===== src/hdl/css_defs.svh =====
// Register offsets, field positions, setting codes and initial values of the source selector
`ifndef CSS_DEFS_SVH
`define CSS_DEFS_SVH

// Byte offsets of the pending settings bank (index times four)
`define CSS_ADDR_START 8'h00
`define CSS_ADDR_FREQ 8'h04
`define CSS_ADDR_NET 8'h08
`define CSS_ADDR_PU 8'h0C
`define CSS_ADDR_UGR 8'h10
`define CSS_ADDR_WP 8'h14
`define CSS_ADDR_OPM 8'h18
`define CSS_ADDR_STATUS 8'h1C
// Byte offset of the first word of the active (latched) bank
`define CSS_ADDR_ACT_BASE 8'h20

// Setting indexes inside each bank
`define CSS_IDX_START 3'h0
`define CSS_IDX_FREQ 3'h1
`define CSS_IDX_NET 3'h2
`define CSS_IDX_PU 3'h3
`define CSS_IDX_UGR 3'h4
`define CSS_IDX_WP 3'h5
`define CSS_IDX_OPM 3'h6
`define CSS_IDX_STATUS 3'h7
`define CSS_NUM_SET 7

// Setting codes
`define CSS_V0 16'h0000
`define CSS_V1 16'h0001
`define CSS_V2 16'h0002
`define CSS_AUTO 16'h270F

// Initial values
`define CSS_START_INIT 16'h0000
`define CSS_FREQ_INIT 16'h0000
`define CSS_NET_INIT 16'h270F
`define CSS_PU_INIT 16'h0002
`define CSS_UGR_INIT 16'h0000
`define CSS_WP_INIT 16'h0000
`define CSS_OPM_INIT 16'h0000

// Status register bit positions
`define CSS_ST_WREF 0
`define CSS_ST_MREF 1
`define CSS_ST_CARD 2
`define CSS_ST_CARD_LAT 3
`define CSS_ST_MODE_LO 4
`define CSS_ST_MODE_HI 5

`endif


===== src/hdl/css_pkg.sv =====
// Types shared by the command source selector files
package css_pkg;

    // Command ports; the first four index the grant vectors
    typedef enum logic [2:0] {
        CSS_SRC_PANEL,
        CSS_SRC_RS485,
        CSS_SRC_CARD,
        CSS_SRC_TERM,
        CSS_SRC_NONE
    } css_src_t;

    // Operation modes
    typedef enum logic [1:0] {
        CSS_MODE_EXT,
        CSS_MODE_PU,
        CSS_MODE_NET
    } css_mode_t;

endpackage


===== src/hdl/css_owner_decode.sv =====
// Decodes which port owns start, frequency and parameter writes from latched settings
`timescale 1ns/1ps
`include "css_defs.svh"

module css_owner_decode (
    input wire css_pkg::css_mode_t i_mode,
    input wire logic [15:0] i_start_sel,
    input wire logic [15:0] i_freq_sel,
    input wire logic [15:0] i_net_sel,
    input wire logic [15:0] i_pu_sel,
    input wire logic i_card_lat,
    output css_pkg::css_src_t o_net_owner,
    output css_pkg::css_src_t o_start_owner,
    output css_pkg::css_src_t o_freq_owner,
    output css_pkg::css_src_t o_write_owner
);

    css_pkg::css_src_t pu_owner;

    // Network and panel-unit mode owners
    always_comb begin
        if (i_net_sel == `CSS_V0) begin
            o_net_owner = css_pkg::CSS_SRC_CARD;
        end else if (i_net_sel == `CSS_V1) begin
            o_net_owner = css_pkg::CSS_SRC_RS485;
        end else if (i_card_lat) begin
            o_net_owner = css_pkg::CSS_SRC_CARD;
        end else begin
            o_net_owner = css_pkg::CSS_SRC_RS485;
        end
        pu_owner = (i_pu_sel == `CSS_V1) ? css_pkg::CSS_SRC_RS485 : css_pkg::CSS_SRC_PANEL;
    end

    // Per-command owners for the current mode
    always_comb begin
        unique case (i_mode)
            css_pkg::CSS_MODE_PU: begin
                o_start_owner = pu_owner;
                o_freq_owner = pu_owner;
                o_write_owner = pu_owner;
            end
            css_pkg::CSS_MODE_NET: begin
                o_start_owner = (i_start_sel == `CSS_V1) ? css_pkg::CSS_SRC_TERM : o_net_owner;
                o_freq_owner = (i_freq_sel == `CSS_V1) ? css_pkg::CSS_SRC_TERM : o_net_owner;
                o_write_owner = o_net_owner;
            end
            default: begin
                o_start_owner = css_pkg::CSS_SRC_TERM;
                o_freq_owner = css_pkg::CSS_SRC_TERM;
                o_write_owner = css_pkg::CSS_SRC_PANEL;
            end
        endcase
    end

endmodule // css_owner_decode


===== src/hdl/css_selector.sv =====
// Command source selector: settings registers, reset latching, mode switching and grants
`timescale 1ns/1ps
`include "css_defs.svh"

// Contract
// - Start setting 0 takes start from communication, 1 from external terminals.
// - Frequency setting 0 communication, 1 terminals, 2 communication accepted, analog ignored.
// - In network mode, source setting 0 picks card, 1 picks RS-485 terminals.
// - Network source starts at automatic: RS-485 unless a card is detected.
// - In panel mode, setting 1 picks RS-485, 2 picks front panel; initial 2.
// - Automatic with card fitted: RS-485 writes, starts, frequencies refused; reads allowed.
// - Both sources on RS-485: panel mode wins; no card means network switch refused.
// - Written source settings take effect only at the next reset; a power-on reset loads the initial values instead.
// - Card selected for network mode but absent: entry to network mode refused.
// - No direct switch between panel mode and network mode.
// - Source settings writable only when user-group read is 0, or card present.
// - Network and panel source settings ignore the general write protection.
// - Automatic, panel source 2, no card: panel owns panel mode, RS-485 network.
// - Network source 1, panel source 2: card has no command authority.
// - Operation-mode setting: 0 external, 1 fixed panel, 2 external without panel.
module css_selector (
    input wire logic I_CLOCK,
    input wire logic I_SRST,
    input wire logic I_POWER_ON,
    input wire logic I_CARD_FITTED,
    input wire logic [7:0] I_ADDR,
    input wire logic [15:0] I_WDATA,
    input wire logic I_WR,
    input wire logic I_RD,
    input wire logic I_MODE_REQ,
    input wire logic [1:0] I_MODE_TARGET,
    input wire logic [3:0] I_START_REQ,
    input wire logic [3:0] I_FREQ_REQ,
    input wire logic [3:0] I_PWRITE_REQ,
    output logic [15:0] O_RDATA,
    output logic [1:0] O_OP_MODE,
    output logic [3:0] O_START_GRANT,
    output logic [3:0] O_FREQ_GRANT,
    output logic [3:0] O_PWRITE_GRANT,
    output logic O_ANALOG_FREQ_EN,
    output logic O_NET_SWITCH_OK,
    output logic O_PU_SWITCH_OK
);

    localparam logic [15:0] INIT_VAL [0:`CSS_NUM_SET-1] = '{
        `CSS_START_INIT, `CSS_FREQ_INIT, `CSS_NET_INIT, `CSS_PU_INIT,
        `CSS_UGR_INIT, `CSS_WP_INIT, `CSS_OPM_INIT
    };

    logic [15:0] pend_reg [0:`CSS_NUM_SET-1];
    logic [15:0] act_reg [0:`CSS_NUM_SET-1];
    logic card_meta_reg;
    logic card_sync_reg;
    logic card_lat_reg;
    logic wref_reg;
    logic mref_reg;
    logic [15:0] rdata_reg;
    logic [15:0] rdata_next;
    logic [3:0] start_grant_reg;
    logic [3:0] freq_grant_reg;
    logic [3:0] pwrite_grant_reg;
    logic analog_en_reg;
    css_pkg::css_mode_t mode_reg;
    css_pkg::css_mode_t mode_next;
    css_pkg::css_mode_t target;
    css_pkg::css_src_t net_owner;
    css_pkg::css_src_t start_owner;
    css_pkg::css_src_t freq_owner;
    css_pkg::css_src_t write_owner;
    logic [3:0] start_mask;
    logic [3:0] freq_mask;
    logic [3:0] write_mask;
    logic [2:0] idx;
    logic bank_pend;
    logic bank_act;
    logic wr_set;
    logic wr_status;
    logic wr_allowed;
    logic wr_refused;
    logic net_ok;
    logic pu_ok;
    logic ext_ok;
    logic switch_ok;

    // Card presence pin passes two flops before use
    always_ff @(posedge I_CLOCK) begin
        card_meta_reg <= I_CARD_FITTED;
        card_sync_reg <= card_meta_reg;
    end

    // Card presence is recognised at reset and held until the next one
    always_ff @(posedge I_CLOCK) begin
        if (I_SRST) begin
            card_lat_reg <= card_sync_reg;
        end
    end

    // Address decode of the settings port
    assign idx = I_ADDR[4:2];
    assign bank_pend = (I_ADDR[7:5] == 3'h0) && (I_ADDR[1:0] == 2'h0);
    assign bank_act = (I_ADDR[7:5] == 3'h1) && (I_ADDR[1:0] == 2'h0) && (idx != `CSS_IDX_STATUS);
    assign wr_set = I_WR && bank_pend && (idx != `CSS_IDX_STATUS);
    assign wr_status = I_WR && bank_pend && (idx == `CSS_IDX_STATUS);

    // Write permission and setting range check
    always_comb begin
        wr_allowed = 1'b1;
        unique case (idx)
            `CSS_IDX_START, `CSS_IDX_FREQ: begin
                wr_allowed = (pend_reg[`CSS_IDX_UGR] == `CSS_V0) || card_sync_reg;
                if (pend_reg[`CSS_IDX_WP] == `CSS_V1) begin
                    wr_allowed = 1'b0;
                end
                if (idx == `CSS_IDX_START && I_WDATA > `CSS_V1) begin
                    wr_allowed = 1'b0;
                end
                if (idx == `CSS_IDX_FREQ && I_WDATA > `CSS_V2) begin
                    wr_allowed = 1'b0;
                end
            end
            `CSS_IDX_NET: begin
                // Protection setting deliberately not consulted here
                wr_allowed = (pend_reg[`CSS_IDX_UGR] == `CSS_V0) || card_sync_reg;
                if (I_WDATA > `CSS_V1 && I_WDATA != `CSS_AUTO) begin
                    wr_allowed = 1'b0;
                end
            end
            `CSS_IDX_PU: begin
                wr_allowed = (pend_reg[`CSS_IDX_UGR] == `CSS_V0) || card_sync_reg;
                if (I_WDATA != `CSS_V1 && I_WDATA != `CSS_V2) begin
                    wr_allowed = 1'b0;
                end
            end
            `CSS_IDX_WP, `CSS_IDX_OPM: begin
                wr_allowed = (I_WDATA <= `CSS_V2);
            end
            default: begin
                wr_allowed = 1'b1;
            end
        endcase
    end
    assign wr_refused = wr_set && !wr_allowed;

    // Pending settings take writes; active copies only change at reset
    for (genvar g = 0; g < `CSS_NUM_SET; g++) begin : g_set
        always_ff @(posedge I_CLOCK) begin
            if (I_SRST) begin
                if (I_POWER_ON) begin
                    pend_reg[g] <= INIT_VAL[g];
                    act_reg[g] <= INIT_VAL[g];
                end else begin
                    act_reg[g] <= pend_reg[g];
                end
            end else if (wr_set && wr_allowed && idx == 3'(g)) begin
                pend_reg[g] <= I_WDATA;
            end
        end
    end

    // Owner decode from the latched selections
    css_owner_decode u_decode (
        .i_mode(mode_reg),
        .i_start_sel(act_reg[`CSS_IDX_START]),
        .i_freq_sel(act_reg[`CSS_IDX_FREQ]),
        .i_net_sel(act_reg[`CSS_IDX_NET]),
        .i_pu_sel(act_reg[`CSS_IDX_PU]),
        .i_card_lat(card_lat_reg),
        .o_net_owner(net_owner),
        .o_start_owner(start_owner),
        .o_freq_owner(freq_owner),
        .o_write_owner(write_owner)
    );

    // One grant mask bit per port
    for (genvar p = 0; p < 4; p++) begin : g_port
        assign start_mask[p] = (start_owner == css_pkg::css_src_t'(3'(p)));
        assign freq_mask[p] = (freq_owner == css_pkg::css_src_t'(3'(p)));
        assign write_mask[p] = (write_owner == css_pkg::css_src_t'(3'(p)));
    end

    // Requests pass only from the owning port, one cycle later
    always_ff @(posedge I_CLOCK) begin
        if (I_SRST) begin
            start_grant_reg <= 4'h0;
            freq_grant_reg <= 4'h0;
            pwrite_grant_reg <= 4'h0;
        end else begin
            start_grant_reg <= I_START_REQ & start_mask;
            freq_grant_reg <= I_FREQ_REQ & freq_mask;
            pwrite_grant_reg <= I_PWRITE_REQ & write_mask;
        end
    end

    // Analog frequency input usable only when terminals own frequency
    always_ff @(posedge I_CLOCK) begin
        if (I_SRST) begin
            analog_en_reg <= 1'b0;
        end else begin
            analog_en_reg <= (freq_owner == css_pkg::CSS_SRC_TERM);
        end
    end

    // Which mode switches are allowed right now
    always_comb begin
        net_ok = 1'b1;
        pu_ok = 1'b1;
        ext_ok = 1'b1;
        if (mode_reg == css_pkg::CSS_MODE_PU) begin
            net_ok = 1'b0;
        end
        if (mode_reg == css_pkg::CSS_MODE_NET) begin
            pu_ok = 1'b0;
        end
        if (act_reg[`CSS_IDX_OPM] == `CSS_V2) begin
            pu_ok = 1'b0;
        end
        if (net_owner == css_pkg::CSS_SRC_CARD && !card_sync_reg) begin
            net_ok = 1'b0;
        end
        if (act_reg[`CSS_IDX_NET] == `CSS_V1 && act_reg[`CSS_IDX_PU] == `CSS_V1
            && !card_sync_reg) begin
            net_ok = 1'b0;
        end
        if (act_reg[`CSS_IDX_OPM] == `CSS_V1) begin
            net_ok = 1'b0;
            pu_ok = 1'b0;
            ext_ok = 1'b0;
        end
    end

    // Requested target and its acceptance
    assign target = css_pkg::css_mode_t'(I_MODE_TARGET);
    always_comb begin
        unique case (target)
            css_pkg::CSS_MODE_PU: switch_ok = pu_ok;
            css_pkg::CSS_MODE_NET: switch_ok = net_ok;
            css_pkg::CSS_MODE_EXT: switch_ok = ext_ok;
            default: switch_ok = 1'b0;
        endcase
        mode_next = (I_MODE_REQ && switch_ok) ? target : mode_reg;
    end

    // Mode at reset follows the operation-mode setting being latched
    always_ff @(posedge I_CLOCK) begin
        if (I_SRST) begin
            if (!I_POWER_ON && pend_reg[`CSS_IDX_OPM] == `CSS_V1) begin
                mode_reg <= css_pkg::CSS_MODE_PU;
            end else begin
                mode_reg <= css_pkg::CSS_MODE_EXT;
            end
        end else begin
            mode_reg <= mode_next;
        end
    end

    // Sticky refusal flags; a new refusal wins over a clear
    always_ff @(posedge I_CLOCK) begin
        if (I_SRST) begin
            wref_reg <= 1'b0;
            mref_reg <= 1'b0;
        end else begin
            if (wr_refused) begin
                wref_reg <= 1'b1;
            end else if (wr_status && I_WDATA[`CSS_ST_WREF]) begin
                wref_reg <= 1'b0;
            end
            if (I_MODE_REQ && !switch_ok) begin
                mref_reg <= 1'b1;
            end else if (wr_status && I_WDATA[`CSS_ST_MREF]) begin
                mref_reg <= 1'b0;
            end
        end
    end

    // Read multiplexer; unmapped words read as zero
    always_comb begin
        rdata_next = 16'h0000;
        if (bank_pend && idx == `CSS_IDX_STATUS) begin
            rdata_next[`CSS_ST_WREF] = wref_reg;
            rdata_next[`CSS_ST_MREF] = mref_reg;
            rdata_next[`CSS_ST_CARD] = card_sync_reg;
            rdata_next[`CSS_ST_CARD_LAT] = card_lat_reg;
            rdata_next[`CSS_ST_MODE_HI:`CSS_ST_MODE_LO] = mode_reg;
        end else if (bank_pend) begin
            rdata_next = pend_reg[idx];
        end else if (bank_act) begin
            rdata_next = act_reg[idx];
        end
    end

    // Read data stands only in the cycle after the strobe
    always_ff @(posedge I_CLOCK) begin
        if (I_SRST) begin
            rdata_reg <= 16'h0000;
        end else begin
            rdata_reg <= I_RD ? rdata_next : 16'h0000;
        end
    end

    assign O_RDATA = rdata_reg;
    assign O_OP_MODE = mode_reg;
    assign O_START_GRANT = start_grant_reg;
    assign O_FREQ_GRANT = freq_grant_reg;
    assign O_PWRITE_GRANT = pwrite_grant_reg;
    assign O_ANALOG_FREQ_EN = analog_en_reg;
    assign O_NET_SWITCH_OK = net_ok;
    assign O_PU_SWITCH_OK = pu_ok;

    // Terminal start granted in network mode with start setting 1
    property p_start_term;
        @(posedge I_CLOCK) disable iff (I_SRST)
        (mode_reg == css_pkg::CSS_MODE_NET && act_reg[`CSS_IDX_START] == `CSS_V1
         && I_START_REQ[3]) |=> O_START_GRANT[3] && !O_START_GRANT[1];
    endproperty
    a_start_term: assert property (p_start_term) else $error("terminal start not granted");

    // Analog input off in network mode with frequency setting 2
    property p_freq_analog;
        @(posedge I_CLOCK) disable iff (I_SRST)
        (mode_reg == css_pkg::CSS_MODE_NET && act_reg[`CSS_IDX_FREQ] == `CSS_V2)
        ##1 (mode_reg == css_pkg::CSS_MODE_NET) |-> !O_ANALOG_FREQ_EN;
    endproperty
    a_freq_analog: assert property (p_freq_analog) else $error("analog input not ignored");

    // RS-485 owns network mode when network source is 1
    property p_net_rs485;
        @(posedge I_CLOCK) disable iff (I_SRST)
        (mode_reg == css_pkg::CSS_MODE_NET && act_reg[`CSS_IDX_NET] == `CSS_V1
         && I_PWRITE_REQ[1] && I_PWRITE_REQ[2]) |=> O_PWRITE_GRANT == 4'h2;
    endproperty
    a_net_rs485: assert property (p_net_rs485) else $error("RS-485 not network owner");

    // Automatic recognition with card: RS-485 commands refused
    property p_auto_card;
        @(posedge I_CLOCK) disable iff (I_SRST)
        (mode_reg == css_pkg::CSS_MODE_NET && act_reg[`CSS_IDX_NET] == `CSS_AUTO
         && card_lat_reg) |=> !O_PWRITE_GRANT[1] && !O_START_GRANT[1] && !O_FREQ_GRANT[1];
    endproperty
    a_auto_card: assert property (p_auto_card) else $error("RS-485 command passed with card");

    // Panel owns panel mode when panel source is 2
    property p_pu_panel;
        @(posedge I_CLOCK) disable iff (I_SRST)
        (mode_reg == css_pkg::CSS_MODE_PU && act_reg[`CSS_IDX_PU] == `CSS_V2
         && I_FREQ_REQ[0]) |=> O_FREQ_GRANT[0] && !O_FREQ_GRANT[1];
    endproperty
    a_pu_panel: assert property (p_pu_panel) else $error("panel frequency not granted");

    // Panel mode never jumps straight to network mode
    property p_no_direct;
        @(posedge I_CLOCK) disable iff (I_SRST)
        (mode_reg == css_pkg::CSS_MODE_PU) |=> (mode_reg != css_pkg::CSS_MODE_NET);
    endproperty
    a_no_direct: assert property (p_no_direct) else $error("direct panel to network switch");

    // Absent card selected for network mode blocks entry
    property p_net_block;
        @(posedge I_CLOCK) disable iff (I_SRST)
        (net_owner == css_pkg::CSS_SRC_CARD && !card_sync_reg
         && mode_reg != css_pkg::CSS_MODE_NET) |=> (mode_reg != css_pkg::CSS_MODE_NET);
    endproperty
    a_net_block: assert property (p_net_block) else $error("network mode without card");

    // Both sources on RS-485 without card keep network mode closed
    property p_both_rs485;
        @(posedge I_CLOCK) disable iff (I_SRST)
        (act_reg[`CSS_IDX_NET] == `CSS_V1 && act_reg[`CSS_IDX_PU] == `CSS_V1 && !card_sync_reg
         && I_MODE_REQ && I_MODE_TARGET == 2'h2) |=> !$changed(mode_reg) && mref_reg;
    endproperty
    a_both_rs485: assert property (p_both_rs485) else $error("network switch not refused");

    // Accepted network source writes leave the active copy alone until reset
    property p_delayed;
        @(posedge I_CLOCK) disable iff (I_SRST)
        (wr_set && wr_allowed && idx == `CSS_IDX_NET) |=> $stable(act_reg[`CSS_IDX_NET])
        && pend_reg[`CSS_IDX_NET] == $past(I_WDATA);
    endproperty
    a_delayed: assert property (p_delayed) else $error("setting applied before reset");

    // Locked user group and no card: source write refused and flagged
    property p_locked;
        @(posedge I_CLOCK) disable iff (I_SRST)
        (wr_set && idx == `CSS_IDX_PU && pend_reg[`CSS_IDX_UGR] != `CSS_V0 && !card_sync_reg)
        |=> $stable(pend_reg[`CSS_IDX_PU]) && wref_reg;
    endproperty
    a_locked: assert property (p_locked) else $error("locked source setting written");

endmodule // css_selector


===== config.mk =====
export PLATFORM = sky130hd
export DESIGN_NAME = css_selector
export DESIGN_NICKNAME = d
export VERILOG_FILES = /design/src/hdl/css_pkg.sv /design/src/hdl/css_owner_decode.sv /design/src/hdl/css_selector.sv
export VERILOG_INCLUDE_DIRS = /design/src /design/src/hdl
export SDC_FILE = /design/constraint.sdc
export NUM_CORES = 1
export LEC_CHECK = 0
export ABC_AREA = 1
export BUFFER_PORTS_ARGS = -buffer_cell sky130_fd_sc_hd__buf_4
export CAP_MARGIN = 20
export CORE_ASPECT_RATIO = 1.25
export CORE_MARGIN = 2
export CORE_UTILIZATION = 35
export CTS_CLUSTER_DIAMETER = 40
export DETAILED_ROUTE_END_ITERATION = 8
export PLACE_DENSITY = 0.52
export SYNTH_ARGS = -nofsm -noshare
export SYNTH_HDL_FRONTEND = slang
export SYNTH_SLANG_ARGS = --single-unit

===== constraint.sdc =====
create_clock -name I_CLOCK -period 4 [get_ports I_CLOCK]
set_input_delay 0.4 -clock I_CLOCK [delete_from_list [all_inputs] [get_ports I_CLOCK]]
set_output_delay 0.4 -clock I_CLOCK [all_outputs]
set_load 0.02 [all_outputs]

==> metrics.txt <==
status finished clean; cells after synthesis 1,109; layout net count 1,321; maximum number of pins on one net before global-route repair 68; top post-synthesis cells by area edfxtp_1 60%, nor2_1 7.3%, dfxtp_1 5.8%; IO Pins 78; first-pass GRT wire length 50.0 mm; Max transition margin 38.9%; CTS tree yes; worst skew pair latency 0.53 ns; register area share after synthesis 65.5%; clk slew on worst S/H paths 0.06 ns; chip width 165 µm; main flop type after synthesis edfxtp_1; power density cells 483 nW/µm²; drt total wl 33.6 mm; peak supply drop 300 µV; synth unique cells 42; Chip Height 206 µm; leak pwr 5.76 nW; worst hold path class in -> reg; fraction of layout cells with a size suffix above 1 14.2%; Final ANT Viol Nets 0; # rows 73; Final Setup Violations 0; CTS buffer count 35; cell at the root of the clock tree clkbuf_16; grt ovf 0; post-synthesis cell area 11,400 µm²; Place WS 1.11 ns; number of max-cap violations 0; Routed WL per cell 19.6 µm; worst path required time 4.16 ns; gpl congestion 0.851; Area growth, synth to finish 21.5%; Detailed Route Iter0 Violations 665; number of port buffers 77; cell taking the most area after synthesis edfxtp_1; CP Class reg -> reg; register area 7480 µm²; Fillers 3,072; Worst Tran Pin Value 0.917 ns; overall power 6.69 mW; Final Hold Fails 0; RSZ-0062 raised after global routing false; area of the multi-input gates 3370 µm²; Post-synth top cells 227 x edfxtp_1, 221 x nor2_1, 168 x inv_1; Antenna Cells 0; Async S/R FF share, synth 0%; number of global-route vias before repair 8,297; Worst setup EP type register; min Tclk post-route 2.63 ns; number of synthesized register bits 260; Placeable Area 32,000 µm²; CTS H-tree lvls 2; vias post-DR 8,345; Post-Syn Area per Cell 10.3 µm²; final worst path period share 65.7%; worst-path fanout max 17; CTS Sinks 260; most common cell in the netlist edfxtp_1; dpl hpwl 23.8 mm; Post-synth EDFFs 227; Final WS setup 1.37 ns; total track usage 20.1%; Longest Clk Path Bufs 3; Max Slew Vio Count 0; Post-CTS Setup Bufs 0; fmax 380 MHz; Setup TNS Final 0 ns; Initial Utilization 35.7%; Remaining DRCs 0; vias per cell 4.87; YS warnings 0; Final Skew 0.0285 ns; initial antenna violation count 0; Synth top area share 59.7%; Pre-antenna DRT Iters 5; DIE AREA 34,100 µm²; Critical Path Start Type register; critical path arrival 2.79 ns
[repair_timing]
action	4_1_cts	5_1_grt
endpoints found under the hold margin	1	0
resized for setup	0	0
hold buffers	1	0
[report_power, final]
part / leakage (nW) / switching [mW] / internal [mW] / total [mW]
Combinational: 2.73 / 0.379 / 0.150 / 0.529
Clock: 0.534 / 1.24 / 1.74 / 2.98
Sequential: 2.50 / 0.0705 / 3.11 / 3.18
Total: 5.76 / 1.69 / 5.01 / 6.69
[metrics by stage]
| step | instances | cell area (µm²) | hold WS, ns | utilization (%) |
|---|---|---|---|---|
| finish | 1712 | 13900 | 0.118 | 43.3 |
| global route | 1712 | 13900 | 0.122 | 43.3 |
| global placement | 1648 | 12700 | 0.316 | 39.8 |
| detailed placement | 1648 | 12700 | 0.313 | 39.8 |
| floorplan | 1187 | 11700 | 0.310 | - |
| CTS | 1712 | 13900 | 0.101 | 43.3 |
[worst max-delay path, cell delays in order, from the launching register on]
cell and delay, ns:
edfxtp_1 0.49, nor2_1 0.14, nand3_1 0.13, nor2_1 0.11, nand2_1 0.07, nand2_1 0.10, nand2_1 0.06, nor2_1 0.12
nor2_2 0.08, nand2_4 0.10, nand4_4 0.26, nand2_1 0.60
[cells by family (layout without fill, tap and decap cells)]
family          Yosys count  count (layout)  share of synthesized area, %
simple gates            457             457                          17.2
flops                   260             260                          65.5
buf+inv                 222             335                          7.45
compound gates          167             167                          9.52
fa+ha+maj                 2               2                         0.219
other cells               1              79                        0.0329
[cell usage in the layout, fill, tap and decap left out, types with 8 or more instances in the layout]
| cell type | n |
|---|---|
| nand3_1 | 57 |
| clkinv_1 | 8 |
| nand2_1 | 126 |
| inv_1 | 167 |
| buf_4 | 92 |
| nor2_2 | 14 |
| nor2_1 | 221 |
| nand4_1 | 13 |
| clkbuf_16 | 36 |
| dfxtp_1 | 33 |
| o22ai_1 | 41 |
| edfxtp_1 | 227 |
| o21ai_0 | 40 |
| a21oi_1 | 27 |
| o221ai_1 | 27 |
| conb_1 | 79 |
| inv_2 | 11 |
[final timing paths]
kind                   from               end  slack (ns)  depth (start not counted)
min reg2reg   card_meta_reg     card_sync_reg        0.33                          0
max          pend_reg[4][4]   pend_reg[4][11]        1.37                         11
max reg2reg  pend_reg[4][4]   pend_reg[4][11]        1.37                         11
min          I_START_REQ[3]  O_START_GRANT[3]        0.12                          3
[per-layer routing]
layer  GRT usage (%)  routed length (µm)  vias to the layer above
li1                -                   -                     4047
met4            7.36                1050                        0
met1            26.1               13900                     3927
met3            3.01                2310                       53
met2            34.2               16400                      318
met5               0                   0                        -
[area by class of cell]
cell class,instances,share of cell area [%]
Clock buffer,38,6.56
Tap cell,412,3.72
Inverter,179,4.85
Clock inverter,25,1.51
Timing Repair Buffer,93,5.06
Sequential cell,260,54.0
Multi-Input combinational cell,705,24.4
Note: power is estimated with default switching activity, not from simulation.
